--- config.mk ---
export PLATFORM = sky130hd
export DESIGN_NAME = card_socket_serial_control
export DESIGN_NICKNAME = d
export VERILOG_FILES = /design/src/verilog/card_socket_pkg.sv /design/src/verilog/card_socket_serial_control.sv
export SDC_FILE = /design/constraint.sdc
export NUM_CORES = 1
export LEC_CHECK = 0
export BUFFER_PORTS_ARGS = -buffer_cell sky130_fd_sc_hd__buf_4
export CAP_MARGIN = 0
export CORE_UTILIZATION = 45
export CTS_CLUSTER_DIAMETER = 120
export CTS_CLUSTER_SIZE = 12
export DETAILED_ROUTE_END_ITERATION = 7
export GPL_TIMING_DRIVEN = 0
export PLACE_DENSITY = 0.69
export RECOVER_POWER = 25
export SYNTH_ARGS = -nofsm -noshare
export SYNTH_HDL_FRONTEND = slang
export SYNTH_SLANG_ARGS = --single-unit
--- constraint.sdc ---
create_clock -name clock -period 4.1 [get_ports clock]
set_clock_uncertainty 0.15 [all_clocks]
set_input_delay 0 -clock clock [delete_from_list [all_inputs] [get_ports clock]]
set_output_delay 0 -clock clock [all_outputs]
set_load 0.03 [all_outputs]
--- src/verilog/card_socket_pkg.sv ---
// constants shared by the smart card socket serial control block
package card_socket_pkg;
  // command word fields
  localparam int SUPPLY_LSB = 0;
  localparam int SELECT_BIT = 2;
  localparam int ROUTE_LSB = 3;
  localparam int CLKMODE_LSB = 5;
  localparam logic [7:0] COMMAND_RESET = 8'h00;
  // status word fields, low nibble reads zero
  localparam int STAT_ELEC_FAULT = 4;
  localparam int STAT_ATR_FAULT = 5;
  localparam int STAT_SUPPLY_READY = 6;
  localparam int STAT_PRESENT = 7;
  // supply levels
  localparam logic [1:0] SUPPLY_OFF = 2'h0;
  localparam logic [1:0] SUPPLY_1V8 = 2'h1;
  localparam logic [1:0] SUPPLY_3V = 2'h2;
  localparam logic [1:0] SUPPLY_5V = 2'h3;
  // data line routing
  localparam logic [1:0] ROUTE_NONE = 2'h0;
  localparam logic [1:0] ROUTE_C4 = 2'h1;
  localparam logic [1:0] ROUTE_C8 = 2'h2;
  localparam logic [1:0] ROUTE_IO = 2'h3;
  // card clock modes
  localparam logic [2:0] CLK_SYNC = 3'h0;
  localparam logic [2:0] CLK_BIDIR = 3'h1;
  localparam logic [2:0] CLK_STOP_LOW = 3'h2;
  localparam logic [2:0] CLK_STOP_HIGH = 3'h3;
  localparam logic [2:0] CLK_DIV1 = 3'h4;
  localparam logic [2:0] CLK_DIV2 = 3'h5;
  localparam logic [2:0] CLK_DIV4 = 3'h6;
  localparam logic [2:0] CLK_DIV8 = 3'h7;
  // timing
  localparam int CLOCK_MHZ = 250;
  localparam int DEBOUNCE_MS = 32;
  localparam int DEBOUNCE_CYCLES = DEBOUNCE_MS * CLOCK_MHZ * 1000;
  localparam int CLK_STOP_TIMEOUT_NS = 5000;
  localparam int CLK_STOP_CYCLES = (CLK_STOP_TIMEOUT_NS * CLOCK_MHZ + 999) / 1000;
  localparam int TIMER_W = 11;
endpackage : card_socket_pkg

--- src/verilog/card_socket_serial_control.sv ---
// serial control port, command decoder and card pin control for one socket
//
// Notes on behaviour
// - sample serial input on serial clock rise
// - command word shifts in bit 7 first
// - status shifts out on each serial rise
// - load fall copies shift register to command
// - load low passes live status; rise freezes
// - chained devices pass output to next input
// - status: present, ready, atr, electrical, zeros
// - bits 1:0 pick card supply level
// - bits 7:5 pick card clock mode
// - selected card reset follows input, else holds
// - selected io joins data; deselected idles high
// - routed c4/c8 follow data line, else hold
// - sync mode clock follows input when selected
// - clock_input_a modes divide or stop the clock
// - bidirectional clock: either side pulls low
// - fault output low exactly with electrical fault
// - supply monitor low starts deactivation
// - no card traffic until supply ready, except the card clock in clock_input_a modes
// - electrical fault deactivates; atr fault reports only
// - bits 4:3 route data to c4, c8, io
// - deactivate: reset, clock, pins, then supply
// - presence debounced before present status asserts
`timescale 1ns/10ps
`default_nettype none
module card_socket_serial_control #(
  parameter int DEBOUNCE_CYCLES = card_socket_pkg::DEBOUNCE_CYCLES
) (
  input wire logic clock,
  input wire logic arst_n,
  input wire logic serial_clock_in,
  input wire logic serial_data_in,
  input wire logic load_strobe,
  output logic serial_data_out,
  input wire logic reset_input,
  input wire logic sync_clock_in,
  output logic sync_clock_out,
  output logic sync_clock_oe,
  input wire logic clock_input_a,
  input wire logic data_line_in,
  output logic data_line_out,
  output logic data_line_oe,
  input wire logic supply_monitor_input,
  input wire logic presence_input,
  input wire logic electrical_fault_event,
  input wire logic atr_fault_event,
  input wire logic supply_ready_input,
  output logic fault_out,
  output logic fault_oe,
  output logic [1:0] supply_level,
  output logic card_reset,
  input wire logic card_clock_in,
  output logic card_clock_out,
  output logic card_clock_oe,
  input wire logic card_io_in,
  output logic card_io_out,
  output logic card_io_oe,
  output logic card_c4,
  output logic card_c8
);
  localparam int NSYNC = 10;
  localparam int DW = $clog2(DEBOUNCE_CYCLES + 1);

  typedef enum logic [4:0] {
    DA_IDLE = 5'h01,
    DA_RESET = 5'h02,
    DA_CLOCK = 5'h04,
    DA_PINS = 5'h08,
    DA_SUPPLY = 5'h10
  } deact_state_t;

  // two-flop synchronisers for ten pin inputs; stage one feeds stage two only
  logic [NSYNC-1:0] pins_raw;
  logic [NSYNC-1:0] meta_reg;
  logic [NSYNC-1:0] sync_reg;
  logic sclk_prev_reg;
  logic load_prev_reg;
  logic clock_input_a_prev_reg;
  assign pins_raw = {serial_clock_in, serial_data_in, load_strobe, reset_input, sync_clock_in,
                     clock_input_a, data_line_in, supply_monitor_input, presence_input,
                     card_clock_in};
  always_ff @(posedge clock or negedge arst_n) begin
    if (!arst_n) begin
      meta_reg <= 10'h3ff;
      sync_reg <= 10'h3ff;
      sclk_prev_reg <= 1'b1;
      load_prev_reg <= 1'b1;
      clock_input_a_prev_reg <= 1'b1;
    end else begin
      meta_reg <= pins_raw;
      sync_reg <= meta_reg;
      sclk_prev_reg <= sync_reg[9];
      load_prev_reg <= sync_reg[7];
      clock_input_a_prev_reg <= sync_reg[4];
    end
  end

  // named views of the synchronised pins
  wire sclk_s = sync_reg[9];
  wire din_s = sync_reg[8];
  wire load_s = sync_reg[7];
  wire rin_s = sync_reg[6];
  wire syncclk_s = sync_reg[5];
  wire clock_input_a_s = sync_reg[4];
  wire data_s = sync_reg[3];
  wire monitor_ok_s = sync_reg[2];
  wire presence_input_s = sync_reg[1];
  wire cardclk_s = sync_reg[0];
  wire sclk_rise = sclk_s & ~sclk_prev_reg;
  wire load_fall = ~load_s & load_prev_reg;
  wire clock_input_a_rise = clock_input_a_s & ~clock_input_a_prev_reg;

  logic [7:0] shift_reg;
  logic [7:0] command_reg;
  logic [7:0] status_word;
  logic elec_fault_reg;
  logic atr_fault_reg;
  logic present_reg;
  logic [DW-1:0] debounce_reg;
  logic off_reg;
  deact_state_t deact_reg;
  deact_state_t deact_next;
  logic [card_socket_pkg::TIMER_W-1:0] timer_reg;

  // command fields
  wire [1:0] cmd_supply = command_reg[card_socket_pkg::SUPPLY_LSB +: 2];
  wire cmd_select = command_reg[card_socket_pkg::SELECT_BIT];
  wire [1:0] cmd_route = command_reg[card_socket_pkg::ROUTE_LSB +: 2];
  wire [2:0] cmd_clkmode = command_reg[card_socket_pkg::CLKMODE_LSB +: 3];
  wire mode_clock_input_a = cmd_clkmode[2] | cmd_clkmode[1];
  wire mode_bidir = (cmd_clkmode == card_socket_pkg::CLK_BIDIR);
  wire powered = ~off_reg & (deact_reg == DA_IDLE);
  wire link_ok = powered & supply_ready_input;
  wire card_sel = cmd_select & link_ok;

  // live status word, low nibble reads zero
  assign status_word = {present_reg, supply_ready_input & powered, atr_fault_reg,
                        elec_fault_reg, 4'h0};

  // shift register: live status while load is low, shifts on serial rise otherwise
  always_ff @(posedge clock or negedge arst_n) begin
    if (!arst_n) begin
      shift_reg <= 8'h00;
    end else if (!load_s) begin
      shift_reg <= status_word;
    end else if (sclk_rise) begin
      shift_reg <= {shift_reg[6:0], din_s};
    end
  end
  // top bit leaves first, so the next device sees it in order
  assign serial_data_out = shift_reg[7];

  // command latch takes the word on the falling edge of load
  always_ff @(posedge clock or negedge arst_n) begin
    if (!arst_n) begin
      command_reg <= card_socket_pkg::COMMAND_RESET;
    end else if (load_fall) begin
      command_reg <= shift_reg;
    end
  end

  // sticky faults cleared by the next load; a new event wins over the clear
  wire elec_event = electrical_fault_event | (~monitor_ok_s & ~off_reg);
  always_ff @(posedge clock or negedge arst_n) begin
    if (!arst_n) begin
      elec_fault_reg <= 1'b0;
      atr_fault_reg <= 1'b0;
    end else begin
      elec_fault_reg <= elec_event | (elec_fault_reg & ~load_fall);
      atr_fault_reg <= atr_fault_event | (atr_fault_reg & ~load_fall);
    end
  end
  assign fault_out = 1'b0;
  assign fault_oe = elec_fault_reg;

  // presence debounce; a bounce restarts the wait, removal is immediate
  always_ff @(posedge clock or negedge arst_n) begin
    if (!arst_n) begin
      debounce_reg <= '0;
      present_reg <= 1'b0;
    end else if (!presence_input_s) begin
      debounce_reg <= '0;
      present_reg <= 1'b0;
    end else if (debounce_reg == DW'(DEBOUNCE_CYCLES)) begin
      present_reg <= 1'b1;
    end else begin
      debounce_reg <= debounce_reg + DW'(1);
    end
  end

  // deactivation trigger: zero supply command, electrical fault or low monitor
  wire manual_off = load_fall & (shift_reg[card_socket_pkg::SUPPLY_LSB +: 2]
                    == card_socket_pkg::SUPPLY_OFF);
  wire start_deact = ~off_reg & (deact_reg == DA_IDLE) & (manual_off | elec_event);
  wire clock_done = (mode_clock_input_a & ~card_clock_out) |
                    (timer_reg == card_socket_pkg::TIMER_W'(card_socket_pkg::CLK_STOP_CYCLES));
  always_comb begin
    deact_next = deact_reg;
    unique case (deact_reg)
      DA_IDLE: if (start_deact) deact_next = DA_RESET;
      DA_RESET: deact_next = DA_CLOCK;
      DA_CLOCK: if (clock_done) deact_next = DA_PINS;
      DA_PINS: deact_next = DA_SUPPLY;
      DA_SUPPLY: deact_next = DA_IDLE;
      default: deact_next = DA_IDLE;
    endcase
  end
  always_ff @(posedge clock or negedge arst_n) begin
    if (!arst_n) begin
      deact_reg <= DA_IDLE;
      timer_reg <= '0;
      off_reg <= 1'b1;
    end else begin
      deact_reg <= deact_next;
      timer_reg <= (deact_reg == DA_CLOCK) ? timer_reg + 1'b1 : '0;
      // power returns only by a later load that asks for a supply level
      if (deact_reg == DA_SUPPLY) begin
        off_reg <= 1'b1;
      end else if (load_fall && !manual_off && deact_reg == DA_IDLE && !elec_event) begin
        off_reg <= 1'b0;
      end
    end
  end
  wire pins_low = off_reg | (deact_reg == DA_PINS) | (deact_reg == DA_SUPPLY);
  wire clk_low = pins_low;
  wire rst_low = ~powered;

  // supply level stays until the last step of the sequence
  always_ff @(posedge clock or negedge arst_n) begin
    if (!arst_n) begin
      supply_level <= card_socket_pkg::SUPPLY_OFF;
    end else if (off_reg || deact_reg == DA_SUPPLY) begin
      supply_level <= card_socket_pkg::SUPPLY_OFF;
    end else if (deact_reg == DA_IDLE) begin
      supply_level <= cmd_supply;
    end
  end

  // card reset follows the input when selected, holds when not
  always_ff @(posedge clock or negedge arst_n) begin
    if (!arst_n) begin
      card_reset <= 1'b0;
    end else if (rst_low) begin
      card_reset <= 1'b0;
    end else if (card_sel) begin
      card_reset <= rin_s;
    end
  end

  // clock_input_a divider; 3-bit count on source rises gives /2 /4 /8 at near 50% duty
  logic [2:0] div_reg;
  logic clock_input_a_src;
  always_ff @(posedge clock or negedge arst_n) begin
    if (!arst_n) begin
      div_reg <= 3'h0;
    end else if (clock_input_a_rise) begin
      div_reg <= div_reg + 3'h1;
    end
  end
  always_comb begin
    unique case (cmd_clkmode[1:0])
      2'h0: clock_input_a_src = clock_input_a_s;
      2'h1: clock_input_a_src = div_reg[0];
      2'h2: clock_input_a_src = div_reg[1];
      default: clock_input_a_src = div_reg[2];
    endcase
  end

  // card clock; stop modes wait for the matching edge so no runt pulse escapes
  logic card_clk_next;
  always_comb begin
    card_clk_next = card_clock_out;
    if (clk_low) begin
      card_clk_next = 1'b0;
    end else if (deact_reg == DA_CLOCK) begin
      card_clk_next = mode_clock_input_a ? (card_clock_out & clock_input_a_src) : card_clock_out;
    end else if (cmd_clkmode == card_socket_pkg::CLK_STOP_LOW) begin
      card_clk_next = card_clock_out & clock_input_a_s;
    end else if (cmd_clkmode == card_socket_pkg::CLK_STOP_HIGH) begin
      card_clk_next = card_clock_out | clock_input_a_s;
    end else if (mode_clock_input_a) begin
      card_clk_next = clock_input_a_src;
    end else if (cmd_clkmode == card_socket_pkg::CLK_SYNC && card_sel) begin
      card_clk_next = syncclk_s;
    end else if (mode_bidir) begin
      card_clk_next = 1'b0;
    end
  end

  // bidirectional pull-downs; a side never echoes a low it drives itself
  logic drive_card_clk_reg;
  logic drive_sync_clk_reg;
  logic [1:0] card_clk_hist_reg;
  logic [1:0] sync_clk_hist_reg;
  // our own release shows on the synchronised pin two clocks late; mask it that long
  wire card_clk_busy = drive_card_clk_reg | (|card_clk_hist_reg);
  wire sync_clk_busy = drive_sync_clk_reg | (|sync_clk_hist_reg);
  wire bidir_on = mode_bidir & card_sel & ~clk_low;
  always_ff @(posedge clock or negedge arst_n) begin
    if (!arst_n) begin
      card_clock_out <= 1'b0;
      drive_card_clk_reg <= 1'b0;
      drive_sync_clk_reg <= 1'b0;
      card_clk_hist_reg <= 2'h0;
      sync_clk_hist_reg <= 2'h0;
    end else begin
      card_clock_out <= card_clk_next;
      card_clk_hist_reg <= {card_clk_hist_reg[0], drive_card_clk_reg};
      sync_clk_hist_reg <= {sync_clk_hist_reg[0], drive_sync_clk_reg};
      drive_card_clk_reg <= bidir_on & ~syncclk_s & ~sync_clk_busy;
      drive_sync_clk_reg <= bidir_on & ~cardclk_s & ~card_clk_busy;
    end
  end
  assign card_clock_oe = ~(mode_bidir & powered) | clk_low | drive_card_clk_reg;
  assign sync_clock_out = 1'b0;
  assign sync_clock_oe = drive_sync_clk_reg;

  // data path: io is open drain both ways, c4 and c8 only toward the card
  logic drive_io_reg;
  logic drive_data_reg;
  logic [1:0] io_hist_reg;
  logic [1:0] data_hist_reg;
  logic io_meta_reg;
  logic card_io_in_s;
  // same two-clock echo mask as the clock pair
  wire io_busy = drive_io_reg | (|io_hist_reg);
  wire data_busy = drive_data_reg | (|data_hist_reg);
  wire io_on = card_sel & (cmd_route == card_socket_pkg::ROUTE_IO);
  always_ff @(posedge clock or negedge arst_n) begin
    if (!arst_n) begin
      drive_io_reg <= 1'b0;
      drive_data_reg <= 1'b0;
      io_hist_reg <= 2'h0;
      data_hist_reg <= 2'h0;
      card_c4 <= 1'b0;
      card_c8 <= 1'b0;
    end else begin
      io_hist_reg <= {io_hist_reg[0], drive_io_reg};
      data_hist_reg <= {data_hist_reg[0], drive_data_reg};
      drive_io_reg <= io_on & ~data_s & ~data_busy;
      drive_data_reg <= io_on & ~card_io_in_s & ~io_busy;
      if (pins_low) begin
        card_c4 <= 1'b0;
        card_c8 <= 1'b0;
      end else begin
        if (card_sel && cmd_route == card_socket_pkg::ROUTE_C4) card_c4 <= data_s;
        if (card_sel && cmd_route == card_socket_pkg::ROUTE_C8) card_c8 <= data_s;
      end
    end
  end
  // io sampled through its own pair of flops
  always_ff @(posedge clock or negedge arst_n) begin
    if (!arst_n) begin
      io_meta_reg <= 1'b1;
      card_io_in_s <= 1'b1;
    end else begin
      io_meta_reg <= card_io_in;
      card_io_in_s <= io_meta_reg;
    end
  end
  // released io idles high through the socket pull-up
  assign card_io_out = 1'b0;
  assign card_io_oe = pins_low | drive_io_reg;
  assign data_line_out = 1'b0;
  assign data_line_oe = drive_data_reg;

  // checks
  property p_shift_in;
    @(posedge clock) disable iff (!arst_n)
    (load_s && sclk_rise) |=> (shift_reg[0] == $past(din_s));
  endproperty
  a_shift_in: assert property (p_shift_in) else $error("shift missed data");
  property p_msb_out;
    @(posedge clock) disable iff (!arst_n)
    (load_s && sclk_rise) |=> (serial_data_out == $past(shift_reg[6]));
  endproperty
  a_msb_out: assert property (p_msb_out) else $error("status bit order wrong");
  property p_load;
    @(posedge clock) disable iff (!arst_n)
    load_fall |=> (command_reg == $past(shift_reg));
  endproperty
  a_load: assert property (p_load) else $error("command not loaded");
  property p_live;
    @(posedge clock) disable iff (!arst_n)
    (!load_s) |=> (shift_reg == $past(status_word));
  endproperty
  a_live: assert property (p_live) else $error("status not live");
  property p_zero_nibble;
    @(posedge clock) disable iff (!arst_n) status_word[3:0] == 4'h0;
  endproperty
  a_zero_nibble: assert property (p_zero_nibble) else $error("low status bits set");
  property p_fault_pin;
    @(posedge clock) disable iff (!arst_n) fault_oe == status_word[card_socket_pkg::STAT_ELEC_FAULT];
  endproperty
  a_fault_pin: assert property (p_fault_pin) else $error("fault pin mismatch");
  property p_deact_order;
    @(posedge clock) disable iff (!arst_n)
    (deact_reg == DA_RESET) |=> (card_reset == 1'b0) ##0 (deact_reg == DA_CLOCK);
  endproperty
  a_deact_order: assert property (p_deact_order) else $error("reset not low first");
  property p_clock_bound;
    @(posedge clock) disable iff (!arst_n)
    (deact_reg == DA_CLOCK) |->
      (timer_reg <= card_socket_pkg::TIMER_W'(card_socket_pkg::CLK_STOP_CYCLES));
  endproperty
  a_clock_bound: assert property (p_clock_bound) else $error("clock stop overran");
  property p_elec_deact;
    @(posedge clock) disable iff (!arst_n)
    (electrical_fault_event && deact_reg == DA_IDLE && !off_reg) |=> (deact_reg == DA_RESET);
  endproperty
  a_elec_deact: assert property (p_elec_deact) else $error("fault kept card up");
  property p_no_traffic;
    @(posedge clock) disable iff (!arst_n) !supply_ready_input |=> !drive_data_reg;
  endproperty
  a_no_traffic: assert property (p_no_traffic) else $error("traffic before ready");
  property p_present;
    @(posedge clock) disable iff (!arst_n) $rose(present_reg) |-> presence_input_s && $past(presence_input_s);
  endproperty
  a_present: assert property (p_present) else $error("presence not debounced");
  c_load: cover property (@(posedge clock) disable iff (!arst_n) load_fall);
  c_deact: cover property (@(posedge clock) disable iff (!arst_n) deact_reg == DA_SUPPLY);
  c_bidir: cover property (@(posedge clock) disable iff (!arst_n) drive_sync_clk_reg);
  c_present: cover property (@(posedge clock) disable iff (!arst_n) $rose(present_reg));
endmodule : card_socket_serial_control
`default_nettype wire

Yosys cells after proc, flatten, opt, wreduce, memory -nomap -nowiden
Index checks and enable logic that the tools add are counted.
{"block": "totals", "reg_bits": 105, "in_bits": 16, "out_inout_bits": 16, "elab_cells": 166}
{"block": "classes", "n_addsub": 3, "eq_ne": 22, "n_mux": 29, "n_bitwise": 59, "n_reduce_logical": 23}
{"operator": "$mux W23", "n": 2}
{"operator": "$and A1 B1 Y1", "n": 26}
{"operator": "$add A23 B1 Y23 const B", "n": 1}
{"operator": "$eq A23 B23 Y1 const B", "n": 1}
{"operator": "$pmux W5 S4", "n": 1}
{"operator": "$mux W1", "n": 18}
{"operator": "$not A1 Y1", "n": 17}
{"operator": "$mux W8", "n": 2}
{"operator": "$or A1 B1 Y1", "n": 16}
{"operator": "$add A11 B1 Y11 const B", "n": 1}
{"operator": "$eq A11 B11 Y1 const B", "n": 1}
{"operator": "$mux W11", "n": 1}
{"operator": "$mux W5", "n": 2}
{"operator": "$reduce_bool A2 Y1", "n": 4}
{"operator": "$reduce_or A2 Y1", "n": 4}
{"operator": "$eq A2 B2 Y1 const B", "n": 3}
{"operator": "$eq A3 B2 Y1 const B", "n": 2}
{"operator": "$logic_and A1 B1 Y1", "n": 6}
{"operator": "$ne A2 B1 Y1 const B", "n": 3}
{"operator": "$ne A2 B2 Y1 const B", "n": 3}
{"operator": "$reduce_bool A6 Y1", "n": 1}
{"operator": "$eq A5 B1 Y1 const B", "n": 1}
{"operator": "$eq A5 B2 Y1 const B", "n": 1}
{"operator": "$eq A5 B3 Y1 const B", "n": 1}
{"operator": "13 further kinds", "n": 18}

Longest topological paths before layout
Gate-level depths: netlist (run 1).
{"block": "logic_depth", "word_depth": 11, "depth_mapped": 7, "depth_no_buf": 7}

Least setup slack after synthesis (run 1)
Ideal clock, no wire load.
{"block": "synth_timing", "kind": "register to register", "from": "register debounce_reg[0]", "to": "register debounce_reg[14]", "setup_time_ns": 0.119, "arrival_time_ns": 1.473, "required_ns": 3.831, "slack_ns": 2.358, "path_stages_with_launch": 7, "n_path_buf": 0, "synth_period_minus_slack_ns": 1.742, "path_cell_list": "dfrtp_1 > ha_1 > nand4_1 > nor3_2 > nand4_1 > xnor2_1 > and2_1"}
{"block": "synth_between", "elab_chain_len": 3, "elab_cells_between_ends": 5, "cone_classes": "add/sub (1); eq/ne (2); mux (2)"}
{"item": "start, declared", "line": "card_socket_serial_control.sv:121", "rtl": "logic [DW-1:0] debounce_reg;"}
{"item": "start signal, assigned", "line": "card_socket_serial_control.sv:189", "rtl": "debounce_reg <= debounce_reg + DW'(1);"}
{"item": "$add A23 B1 Y23", "line": "card_socket_serial_control.sv:189"}
{"item": "$mux W23", "line": "card_socket_serial_control.sv:186", "rtl": "end else if (debounce_reg == DW'(DEBOUNCE_CYCLES)) begin"}
{"item": "$mux W23", "line": "card_socket_serial_control.sv:183", "rtl": "end else if (!presence_input_s) begin"}
Parallel ways exist; a longest one is shown, timed or not. The select of a mux whose other input is x is not followed.
A chain may end at the register's enable or synchronous reset.

==> metrics.txt, run 1 <==
# TYPE chip_impl_metric gauge
chip_impl_info{name="worst_path_max_delay_cell",value="sky130_fd_sc_hd__clkbuf_2"} 1
chip_impl_metric{name="drcViolationCount",unit=""} 0
chip_impl_metric{name="grt_overflow_total",unit=""} 0
chip_impl_metric{name="die_w",unit="um"} 101
chip_impl_metric{name="cellPowerDensity",unit="mW/mm2"} 454
chip_impl_metric{name="cts_hold_buf",unit=""} 15
chip_impl_metric{name="finish.cell_count_without_fillers",unit=""} 558
chip_impl_metric{name="place.port_buffers",unit=""} 27
chip_impl_metric{name="grt_antenna_before_repair",unit=""} 0
chip_impl_metric{name="ys_warn_count",unit=""} 0
chip_impl_metric{name="core",unit="mm2"} 0.00942
chip_impl_metric{name="clock_path_buffers",unit=""} 2
chip_impl_metric{name="p_leak",unit="nW"} 2.33
chip_impl_metric{name="post_cts_resized",unit=""} 0
chip_impl_metric{name="biggest_cell_delay_along_the_critical_path",unit="ns"} 1.72
chip_impl_metric{name="timing.final.crit_period",unit="ns"} 2.50
chip_impl_metric{name="async_reset_ff_share",unit="%"} 100
chip_impl_metric{name="achievable-frequency",unit="MHz"} 401
chip_impl_metric{name="drive_gt1_share",unit="%"} 22.4
chip_impl_metric{name="detailed_place.area",unit="mm2"} 0.00481
chip_impl_metric{name="cts_buffers",unit=""} 9
chip_impl_metric{name="clockPowerShare",unit="%"} 29.9
chip_impl_metric{name="largest_register_ffs",unit=""} 23
chip_impl_info{name="cp_cell_sequence",value="dlygate4sd3_1 > clkbuf_2"} 1
chip_impl_metric{name="place_congestion",unit=""} 0.862
chip_impl_metric{name="placement_rows",unit=""} 35
chip_impl_info{name="failing_checks",value="capacitance limit, slew limit"} 1
chip_impl_metric{name="die_area",unit="mm2"} 0.0103
chip_impl_metric{name="timing.setup.tns",unit="ns"} 0
chip_impl_metric{name="clkTransAtPathRegs",unit="ns"} 0.11
chip_impl_metric{name="cp_data_arrival_time",unit="ns"} 2.32
chip_impl_info{name="ctsRootBufferMaster",value="sky130_fd_sc_hd__clkbuf_8"} 1
chip_impl_metric{name="worst_hold_margin",unit="ns"} 0.125
chip_impl_metric{name="timing.max_cap.violations",unit=""} 1
chip_impl_metric{name="drt-vias-per-instance",unit=""} 4.97
chip_impl_metric{name="dp_hpwl",unit="um"} 5010
chip_impl_info{name="worst_setup_path_end_kind",value="async pin"} 1
chip_impl_info{name="netlist_top_cells_area",value="sky130_fd_sc_hd__dfrtp_1, sky130_fd_sc_hd__dfstp_2, sky130_fd_sc_hd__xnor2_1, sky130_fd_sc_hd__mux2i_1, sky130_fd_sc_hd__nor2_1"} 1
chip_impl_metric{name="mappedNetlistArea",unit="mm2"} 0.00444
chip_impl_metric{name="finalSetupViolations",unit=""} 0
chip_impl_info{name="synth_most_common_cell",value="sky130_fd_sc_hd__dfrtp_1"} 1
chip_impl_metric{name="io_pins",unit=""} 32
chip_impl_metric{name="post_drt_wl_per_cell",unit="um"} 13.3
chip_impl_metric{name="cts_setup_buffers",unit=""} 0
chip_impl_metric{name="synth.lib_cells_used.distinct",unit=""} 51
chip_impl_metric{name="critical_path_peak_fanout",unit=""} 105
chip_impl_metric{name="drtAntennaViolNets",unit=""} 0
chip_impl_metric{name="drt_first_iter_violations",unit=""} 80
chip_impl_metric{name="clock_sinks",unit=""} 105
chip_impl_metric{name="clk_latency",unit="ns"} 0.37
chip_impl_metric{name="worst_ir_drop_vdd",unit="mV"} 0.267
chip_impl_metric{name="placedCellCount",unit=""} 527
chip_impl_metric{name="antenna-diode-count",unit=""} 0
chip_impl_info{name="grt_setup_unrepaired",value="false"} 1
chip_impl_metric{name="grt_pass1_vias",unit=""} 2808
chip_impl_metric{name="synth_seq_cells",unit=""} 105
chip_impl_metric{name="drt_wl_total",unit="um"} 7420
chip_impl_info{name="clock_tree_from_tritoncts",value="yes"} 1
chip_impl_metric{name="maximum_number_of_pins_on_one_net_before_global_route_repair",unit=""} 106
chip_impl_metric{name="worst_pin_slew",unit="ns"} 2.46
chip_impl_metric{name="fillers",unit=""} 788
chip_impl_metric{name="num-nets-final",unit=""} 445
chip_impl_metric{name="cts.htree.levels",unit=""} 3
chip_impl_metric{name="synth-seq-area-share",unit="%"} 60.0
chip_impl_metric{name="final_min_period_over_clock_period",unit="%"} 60.9
chip_impl_info{name="crit_type",value="in -> async"} 1
chip_impl_info{name="top_cells_by_instance_count_after_synthesis",value="sky130_fd_sc_hd__dfrtp_1, sky130_fd_sc_hd__nor2_1, sky130_fd_sc_hd__dfstp_2"} 1
chip_impl_metric{name="synthesis.area_per_instance",unit="um2"} 12.1
chip_impl_metric{name="power.share.sequential",unit="%"} 51.4
chip_impl_metric{name="drtPass1Iterations",unit=""} 4
chip_impl_info{name="status",value="finished, violations left"} 1
chip_impl_metric{name="timing.critical_path.required",unit="ns"} 3.92
chip_impl_metric{name="number_of_buffers_and_inverters_on_the_critical_path",unit=""} 2
chip_impl_metric{name="die_h",unit="um"} 101
chip_impl_info{name="timing.critical_path.from_type",value="input pin"} 1
chip_impl_metric{name="track_usage",unit="%"} 16.6
chip_impl_metric{name="ff2ff_setup_slack",unit="ns"} 2.07
chip_impl_metric{name="timing.slew.headroom",unit="%"} -63.7
chip_impl_metric{name="vias_after_detailed_routing",unit=""} 2775
chip_impl_info{name="netlist.top_cell.by_area",value="sky130_fd_sc_hd__dfrtp_1"} 1
chip_impl_metric{name="fin_total_pwr",unit="mW"} 2.35
chip_impl_metric{name="synth_edf_count",unit=""} 0
chip_impl_info{name="worstHoldPathType",value="in -> reg"} 1
chip_impl_metric{name="global_route_wire_length_before_repair",unit="um"} 13100
chip_impl_metric{name="p_int",unit="mW"} 1.67
chip_impl_info{name="cp_top_family",value="buffers and inverters"} 1
chip_impl_metric{name="report.final.hold_viol_count",unit=""} 0
chip_impl_metric{name="synth_top_area_share",unit="%"} 44.0
chip_impl_metric{name="postSynthCellCount",unit=""} 368
chip_impl_metric{name="total_switching_power",unit="uW"} 684
chip_impl_metric{name="layout.cell_area.non_filler",unit="mm2"} 0.00518
chip_impl_metric{name="sw_share",unit="%"} 29.1
chip_impl_info{name="synth-main-ff-cell",value="sky130_fd_sc_hd__dfrtp_1"} 1
chip_impl_metric{name="flow.area_growth_from_synthesis",unit="%"} 16.9
chip_impl_metric{name="power_frac_comb",unit="%"} 18.6
chip_impl_metric{name="initial_core_util",unit="%"} 47.1
chip_impl_metric{name="slew_violations",unit=""} 106
cell usage in the layout (no fill, tap or decap), drive strengths merged, types with 4 or more instances in the layout:
cell type | netlist | layout
nor2b | 8 | 8
nand3 | 21 | 21
a21oi | 7 | 7
buf | 7 | 22
nor3 | 10 | 10
nor4 | 8 | 8
xor2 | 12 | 12
o21ai | 4 | 4
inv | 8 | 10
dfrtp | 78 | 78
mux2 | 10 | 10
and3 | 7 | 7
clkbuf | 4 | 25
dlygate4sd3 | 0 | 15
nand2 | 18 | 18
and2 | 20 | 20
nand4 | 6 | 6
and4 | 4 | 4
dfstp | 27 | 27
nor2 | 34 | 34
ha | 5 | 5
mux2i | 15 | 15
xnor2 | 20 | 20
conb | 1 | 4
layout make-up:
| type | count | area [um2] | share of cell area, % |
|---|---|---|---|
| Timing Repair Buffer | 42 | 350 | 6.76 |
| Clock inverter | 7 | 101 | 1.96 |
| Tap cell | 129 | 161 | 3.11 |
| Inverter | 8 | 30.0 | 0.579 |
| Sequential cell | 105 | 2660 | 51.3 |
| Multi-Input combinational cell | 247 | 1700 | 32.7 |
| Clock buffer | 9 | 124 | 2.39 |
| Buffer | 11 | 60.1 | 1.16 |
cells by family (layout without fill, tap and decap cells):
family                   after synthesis  after routing  share of synthesized area [%]
flip-flops                           105            105                           60.0
multiplexers                          25             25                           5.92
AND/OR/NAND/NOR                      149            149                           18.9
other                                  1              4                         0.0845
XOR/XNOR                              32             32                           6.32
buffers and inverters                 19             77                           2.03
AO/OA/AOI/OAI                         31             31                           5.08
adder cells (fa/ha/maj)                6              6                           1.64
per-layer routing:
layer  vias up  global-route usage [%]  wire length [um]
met5         -                       0                 0
met3        12                    5.94               325
li1       1377                       -                 -
met1      1335                    21.4              3610
met4         0                    6.24               116
met2        51                    25.9              3360
path summary, 6_finish.rpt:
kind	cells after the start	start	endpoint
max	2	arst_n	shift_reg[0]
min	2	reset_input	meta_reg[6]
max reg2reg	6	debounce_reg[0]	debounce_reg[22]
min reg2reg	0	meta_reg[8]	sync_reg[8]
max in group clock	6	deact_reg[3]	card_clock_oe
min in group asynchronous	2	arst_n	data_hist_reg[0]
per-stage QoR:
step	utilization [%]	setup WS (ns)
after floorplan	-	2.36
after global placement	51.1	2.10
after detailed placement	51.1	2.10
after CTS	55.1	1.76
after global routing	55.1	1.05
final	55.1	1.60
power groups by stage:
stage	sequential, mW	combinational (mW)	clock [mW]
finish	1.21	0.439	0.705
global route	1.22	0.490	0.779
CTS	1.21	0.445	0.733
detailed placement	1.23	0.432	0
global placement	1.23	0.421	0
floorplan	1.23	0.292	0
(Power assumes the default switching activity.)
==> inputs of run 2 (changes only) <==
==> constraint.sdc (replaced) <==
create_clock -name clock -period 2.4 [get_ports clock]
set_clock_uncertainty 0.15 [all_clocks]
set_input_delay 0 -clock clock [delete_from_list [all_inputs] [get_ports clock]]
set_output_delay 0 -clock clock [all_outputs]
set_load 0.03 [all_outputs]
==> run 2 against run 1 <==
  * The run now ends clean
  * Final area increased by 0.12%
  * Final cell count stayed put
  * Clock power rose by 70%
  * Flip-flop and latch count stayed put
  * First-iteration DRC count is 10% higher
  * Via count is 0.18% lower
  * Power increased by 71%
  * Clock-buffer cell count stayed put
  * Non-clock buffer count stayed put
  * Worst setup slack got worse by 1.3 ns
  * Worst hold slack gained 0.0046 ns
==> metrics.txt, run 2 (synthesis gave the netlist of run 1 again) <==
# TYPE chip_impl_metric gauge
chip_impl_metric{name="drive_gt1_share",unit="%"} 22.6
chip_impl_metric{name="final_min_period_over_clock_period",unit="%"} 88.9
chip_impl_info{name="rr_endpoint",value="debounce_reg[22]"} 1
chip_impl_metric{name="clk_latency",unit="ns"} 0.37
chip_impl_metric{name="drt_first_iter_violations",unit=""} 88
chip_impl_metric{name="worst_pin_slew",unit="ns"} 1.36
chip_impl_metric{name="hold-path-cell-count",unit=""} 2
chip_impl_info{name="crit_type",value="reg -> out"} 1
chip_impl_metric{name="finalSetupViolations",unit=""} 0
chip_impl_metric{name="maximum_number_of_pins_on_one_net_before_global_route_repair",unit=""} 106
chip_impl_metric{name="die_area",unit="mm2"} 0.0103
chip_impl_metric{name="placedCellCount",unit=""} 527
chip_impl_metric{name="cts_buffers",unit=""} 9
chip_impl_metric{name="detailed_place.area",unit="mm2"} 0.00481
chip_impl_info{name="hold_path_startpoint",value="reset_input"} 1
chip_impl_info{name="timing.critical_path.from_type",value="flop"} 1
chip_impl_metric{name="clkTransAtPathRegs",unit="ns"} 0.10
chip_impl_info{name="cp_cell_sequence",value="nor3_2 > nand2_1 > nor2_1 > nand2_1 > buf_4"} 1
chip_impl_metric{name="ff2ff_setup_slack",unit="ns"} 0.37
chip_impl_metric{name="worst_ir_drop_vdd",unit="mV"} 0.456
chip_impl_metric{name="antenna-diode-count",unit=""} 0
chip_impl_metric{name="initial_core_util",unit="%"} 47.1
chip_impl_metric{name="biggest_cell_delay_along_the_critical_path",unit="ns"} 0.46
chip_impl_metric{name="track_usage",unit="%"} 16.6
chip_impl_metric{name="grt_overflow_total",unit=""} 0
chip_impl_info{name="ctsRootBufferMaster",value="sky130_fd_sc_hd__clkbuf_8"} 1
chip_impl_metric{name="critical_path_peak_fanout",unit=""} 6
chip_impl_info{name="worstHoldPathType",value="in -> reg"} 1
chip_impl_metric{name="clock_sinks",unit=""} 105
chip_impl_metric{name="cp_data_arrival_time",unit="ns"} 1.98
chip_impl_metric{name="p_leak",unit="nW"} 2.33
chip_impl_metric{name="timing.max_cap.violations",unit=""} 0
chip_impl_info{name="worst_hold_path.endpoint",value="meta_reg[6]"} 1
chip_impl_info{name="reg2reg_from",value="debounce_reg[0]"} 1
chip_impl_metric{name="drt_wl_total",unit="um"} 7440
chip_impl_metric{name="fillers",unit=""} 789
chip_impl_metric{name="largest_register_ffs",unit=""} 23
chip_impl_metric{name="num-nets-final",unit=""} 445
chip_impl_metric{name="cts.htree.levels",unit=""} 3
chip_impl_metric{name="vias_after_detailed_routing",unit=""} 2770
chip_impl_metric{name="core",unit="mm2"} 0.00942
chip_impl_metric{name="die_w",unit="um"} 101
chip_impl_metric{name="cellPowerDensity",unit="mW/mm2"} 776
chip_impl_metric{name="drtAntennaViolNets",unit=""} 0
chip_impl_metric{name="timing.setup.tns",unit="ns"} 0
chip_impl_metric{name="layout.cell_area.non_filler",unit="mm2"} 0.00519
chip_impl_info{name="most-common-layout-cells",value="sky130_fd_sc_hd__dfrtp_1, sky130_fd_sc_hd__nor2_1, sky130_fd_sc_hd__dfstp_2"} 1
chip_impl_metric{name="place.port_buffers",unit=""} 27
chip_impl_info{name="worst_path_most_repeated_cell",value="sky130_fd_sc_hd__nand2_1"} 1
chip_impl_metric{name="grt_pass1_vias",unit=""} 2808
chip_impl_metric{name="flow.area_growth_from_synthesis",unit="%"} 17.0
chip_impl_metric{name="timing.final.crit_period",unit="ns"} 2.13
chip_impl_metric{name="global_route_wire_length_before_repair",unit="um"} 13100
chip_impl_metric{name="post_drt_wl_per_cell",unit="um"} 13.3
chip_impl_metric{name="drt-vias-per-instance",unit=""} 4.96
chip_impl_info{name="worst_setup_path_end_kind",value="output port"} 1
chip_impl_metric{name="place_congestion",unit=""} 0.862
chip_impl_metric{name="worstRegToRegCells",unit=""} 6
chip_impl_info{name="layout_commonest_cell",value="sky130_fd_sc_hd__dfrtp_1"} 1
chip_impl_info{name="clock_tree_from_tritoncts",value="yes"} 1
chip_impl_metric{name="timing.critical_path.required",unit="ns"} 2.25
chip_impl_info{name="grt_setup_unrepaired",value="false"} 1
chip_impl_metric{name="clock_path_buffers",unit=""} 2
chip_impl_metric{name="placement_rows",unit=""} 35
chip_impl_metric{name="timing.slew.headroom",unit="%"} 9.14
chip_impl_metric{name="slew_violations",unit=""} 0
chip_impl_info{name="status",value="complete, no violations"} 1
chip_impl_metric{name="io_pins",unit=""} 32
chip_impl_metric{name="achievable-frequency",unit="MHz"} 469
chip_impl_metric{name="finish.cell_count_without_fillers",unit=""} 558
chip_impl_metric{name="grt_antenna_before_repair",unit=""} 0
chip_impl_info{name="worst_path_max_delay_cell",value="sky130_fd_sc_hd__dfrtp_1"} 1
chip_impl_metric{name="drtPass1Iterations",unit=""} 4
chip_impl_metric{name="dp_hpwl",unit="um"} 5010
chip_impl_metric{name="die_h",unit="um"} 101
chip_impl_metric{name="worst_hold_margin",unit="ns"} 0.129
chip_impl_metric{name="drcViolationCount",unit=""} 0
chip_impl_metric{name="report.final.hold_viol_count",unit=""} 0
run 2: critical path: cells and delay by family, from the launching register on:
kind | cells | cell delay [ns]
DFF | 1 | 0.46
buffers and inverters | 1 | 0.18
and+or+nand+nor | 4 | 0.97
run 2: layer usage:
| metal | part of all wire (%) | up-vias | track usage, % |
|---|---|---|---|
| met5 | 0 | - | 0 |
| met4 | 1.6 | 0 | 6.24 |
| met3 | 4.2 | 12 | 5.94 |
| met2 | 46 | 47 | 25.9 |
| met1 | 48 | 1335 | 21.4 |
| li1 | - | 1376 | - |
run 2: how the worst max path moves through the flow:
stage	start	endpoint	cells after the start
detailed placement	debounce_reg[0]	debounce_reg[22]	6
CTS	deact_reg[3]	card_clock_oe	6
floorplan	debounce_reg[0]	debounce_reg[14]	6
global route	deact_reg[3]	card_clock_oe	5
finish	deact_reg[3]	card_clock_oe	5
global placement	debounce_reg[0]	debounce_reg[22]	6
run 2: layout make-up:
cell class              count  area (um2)  area share, %
clock inverters             7         101           1.95
clock buffers               9         124           2.39
well taps                 129         161           3.11
flip-flops and latches    105        2660           51.3
plain buffers              11        60.1           1.16
multi-input cells         247        1700           32.7
inverters                   8        30.0          0.579
repair buffers             42         353           6.80
run 2: repair_timing:
item	in CTS	in global routing
gates resized for setup	0	1
hold buffers	15	0
buffers inserted	0	0
hold endpoints to repair	99	0
endpoints found under the setup margin	0	1
run 2: per-stage QoR:
| step | util (%) | power [mW] | setup slack (ns) |
|---|---|---|---|
| floorplan | - | 2.60 | 0.658 |
| global placement | 51.1 | 2.81 | 0.397 |
| detailed placement | 51.1 | 2.84 | 0.396 |
| CTS | 55.1 | 4.08 | 0.0574 |
| global route | 55.1 | 4.26 | 0.102 |
| finish | 55.1 | 4.03 | 0.267 |
run 2: where the power goes:
group	internal, mW	switching [mW]	total [mW]
combinational	0.329	0.429	0.758
sequential	1.93	0.138	2.07
clock	0.596	0.605	1.20
total	2.85	1.17	4.03
==> inputs of run 3 (changes only) <==
--- a/config.mk
+++ b/config.mk
@@ -12,7 +12,6 @@
 export CTS_CLUSTER_SIZE = 12
 export DETAILED_ROUTE_END_ITERATION = 7
 export GPL_TIMING_DRIVEN = 0
-export PLACE_DENSITY = 0.69
 export RECOVER_POWER = 25
 export SYNTH_ARGS = -nofsm -noshare
 export SYNTH_HDL_FRONTEND = slang
==> run 3 against run 2 <==
  * Global-route usage shrank 0.21 points
  * Maximum frequency fell by 1.2%
  * Largest power group unchanged
  * Final cell count increased by 0.36%
  * Sequential share of layout area is 0.27 points lower
==> metrics.txt, run 3 (synthesis gave the netlist of run 1 again) <==
# TYPE chip_impl_metric gauge
chip_impl_metric{name="place_congestion",unit=""} 0.834
chip_impl_metric{name="dp_hpwl",unit="um"} 4970
chip_impl_metric{name="worst_pin_slew",unit="ns"} 0.968
chip_impl_metric{name="grt_overflow_total",unit=""} 0
chip_impl_metric{name="timing.critical_path.required",unit="ns"} 2.25
chip_impl_metric{name="postLayoutSetupSlackWorst",unit="ns"} 0.241
chip_impl_metric{name="finalSetupViolations",unit=""} 0
chip_impl_metric{name="final_min_period_over_clock_period",unit="%"} 90.0
chip_impl_metric{name="timing.max_cap.violations",unit=""} 0
chip_impl_metric{name="p_leak",unit="nW"} 2.34
chip_impl_metric{name="timing.slew.headroom",unit="%"} 34.9
chip_impl_metric{name="die_w",unit="um"} 101
chip_impl_metric{name="cts.htree.levels",unit=""} 3
chip_impl_metric{name="drive_gt1_share",unit="%"} 22.7
chip_impl_metric{name="grt.met3_usage",unit="%"} 4.42
chip_impl_metric{name="place.port_buffers",unit=""} 27
chip_impl_metric{name="fillers",unit=""} 840
chip_impl_metric{name="global_route.usage.met2",unit="%"} 24.3
chip_impl_metric{name="vias_after_detailed_routing",unit=""} 2816
chip_impl_metric{name="timing.final.crit_period",unit="ns"} 2.16
chip_impl_metric{name="drtAntennaViolNets",unit=""} 0
chip_impl_metric{name="cp_data_arrival_time",unit="ns"} 2.01
chip_impl_metric{name="initial_core_util",unit="%"} 47.1
chip_impl_metric{name="io_pins",unit=""} 32
chip_impl_metric{name="clk_latency",unit="ns"} 0.37
chip_impl_metric{name="global_route_wire_length_before_repair",unit="um"} 12800
chip_impl_metric{name="grt_antenna_before_repair",unit=""} 0
chip_impl_metric{name="achievable-frequency",unit="MHz"} 463
chip_impl_metric{name="finish.cell_count_without_fillers",unit=""} 560
chip_impl_info{name="ctsRootBufferMaster",value="sky130_fd_sc_hd__clkbuf_8"} 1
chip_impl_info{name="timing.critical_path.from_type",value="flop"} 1
chip_impl_info{name="most-common-layout-cells",value="sky130_fd_sc_hd__dfrtp_1, sky130_fd_sc_hd__nor2_1, sky130_fd_sc_hd__dfstp_2"} 1
chip_impl_info{name="status",value="complete, no violations"} 1
chip_impl_metric{name="slew_violations",unit=""} 0
chip_impl_info{name="worstHoldPathType",value="in -> reg"} 1
chip_impl_metric{name="cts_buffers",unit=""} 9
chip_impl_info{name="clock_tree_from_tritoncts",value="yes"} 1
chip_impl_metric{name="cellPowerDensity",unit="mW/mm2"} 763
chip_impl_metric{name="multi_input_gate_area",unit="mm2"} 0.00170
chip_impl_metric{name="dpl_worst_slack",unit="ns"} 0.326
chip_impl_metric{name="critical_path_peak_fanout",unit=""} 7
chip_impl_metric{name="placement_rows",unit=""} 35
chip_impl_info{name="layout_commonest_cell",value="sky130_fd_sc_hd__dfrtp_1"} 1
chip_impl_metric{name="worst_ir_drop_vdd",unit="mV"} 0.477
chip_impl_metric{name="core_utilization_of_the_finished_layout",unit="%"} 55.4
chip_impl_metric{name="drt_first_iter_violations",unit=""} 134
chip_impl_info{name="crit_type",value="reg -> out"} 1
chip_impl_metric{name="die_area",unit="mm2"} 0.0103
chip_impl_metric{name="clock_sinks",unit=""} 105
chip_impl_info{name="grt_setup_unrepaired",value="false"} 1
chip_impl_metric{name="core",unit="mm2"} 0.00942
chip_impl_metric{name="maximum_number_of_pins_on_one_net_before_global_route_repair",unit=""} 106
chip_impl_metric{name="cts_setup_buffers",unit=""} 0
chip_impl_metric{name="clkTransAtPathRegs",unit="ns"} 0.10
chip_impl_metric{name="drt-vias-per-instance",unit=""} 5.03
chip_impl_metric{name="gr-usage-met1",unit="%"} 23.3
chip_impl_metric{name="drcViolationCount",unit=""} 0
chip_impl_metric{name="drt_wl_total",unit="um"} 7760
chip_impl_metric{name="report.final.hold_viol_count",unit=""} 0
chip_impl_metric{name="num-nets-final",unit=""} 447
chip_impl_metric{name="fin_total_pwr",unit="mW"} 3.98
chip_impl_metric{name="grt_pass1_vias",unit=""} 2634
chip_impl_metric{name="antenna-diode-count",unit=""} 0
chip_impl_metric{name="post_drt_wl_per_cell",unit="um"} 13.9
chip_impl_metric{name="drtPass1Iterations",unit=""} 4
chip_impl_info{name="busiest_layer",value="met2"} 1
chip_impl_metric{name="placedCellCount",unit=""} 527
chip_impl_metric{name="die_h",unit="um"} 101
chip_impl_metric{name="largest_register_ffs",unit=""} 23
chip_impl_metric{name="clock_path_buffers",unit=""} 2
chip_impl_info{name="worst_setup_path_end_kind",value="output port"} 1
chip_impl_metric{name="timing.setup.tns",unit="ns"} 0
chip_impl_metric{name="area.sequential",unit="mm2"} 0.00266
chip_impl_metric{name="flow.area_growth_from_synthesis",unit="%"} 17.6
chip_impl_metric{name="track_usage",unit="%"} 16.4
[run 3: cell count changes in the layout (fill, tap and decap cells not counted), sizes merged]
cell	delta
bufinv	-1
buf	+2
dlygate4sd3	+1
clkinvlp	-1
clkbuf	+1
[run 3: power by group]
group	switching, mW	internal (mW)	total [mW]
clock	0.601	0.545	1.15
combinational	0.428	0.334	0.763
sequential	0.143	1.93	2.07
total	1.17	2.81	3.98
[run 3: repair_timing]
action | 4_1_cts | 5_1_grt
hold buffers | 15 | 1
endpoints found under the setup margin | 1 | 0
resized for setup | 1 | 0
endpoints found under the hold margin | 97 | 17
[run 3: area by class of cell]
class	count	share of cell area, %
well taps	129	3.09
plain buffers	11	1.15
inverters	8	0.576
flip-flops and latches	105	51.0
multi-input cells	247	32.6
clock inverters	5	1.15
clock buffers	11	2.90
repair buffers	44	7.55
[run 3: final timing paths]
check	cells past startpoint	to	slack (ns)	startpoint
worst max-delay path	6	card_clock_oe	0.24	deact_reg[3]
worst min-delay path	2	meta_reg[6]	0.13	reset_input
worst max register to register	4	data_line_oe	0.26	deact_reg[0]
worst min register to register	0	card_io_in_s	0.21	io_meta_reg
max in group asynchronous	4	io_meta_reg	0.95	arst_n
min in group asynchronous	3	timer_reg[5]	0.46	arst_n
[run 3: layer usage]
layer	part of all wire [%]	up-vias
met2	44	26
met4	1.5	0
met1	52	1387
met5	0	-
li1	-	1391
met3	2.4	12
[run 3: per-stage QoR]
| stage | hold WS [ns] | instance area, um2 |
|---|---|---|
| final | 0.128 | 5220 |
| after global routing | 0.108 | 5220 |
| after CTS | 0.100 | 5180 |
| after detailed placement | -0.0407 | 4810 |
| after global placement | -0.0420 | 4810 |
| after floorplan | -0.446 | 4450 |
[run 3: worst max-delay path, cell delays in order, from the launching register on]
cell	delay (ns)
sky130_fd_sc_hd__dfrtp_1	0.47
sky130_fd_sc_hd__xor2_1	0.20
sky130_fd_sc_hd__a21oi_2	0.40
sky130_fd_sc_hd__nand3_1	0.16
sky130_fd_sc_hd__nor2_1	0.13
sky130_fd_sc_hd__nand2_1	0.09
sky130_fd_sc_hd__buf_4	0.18
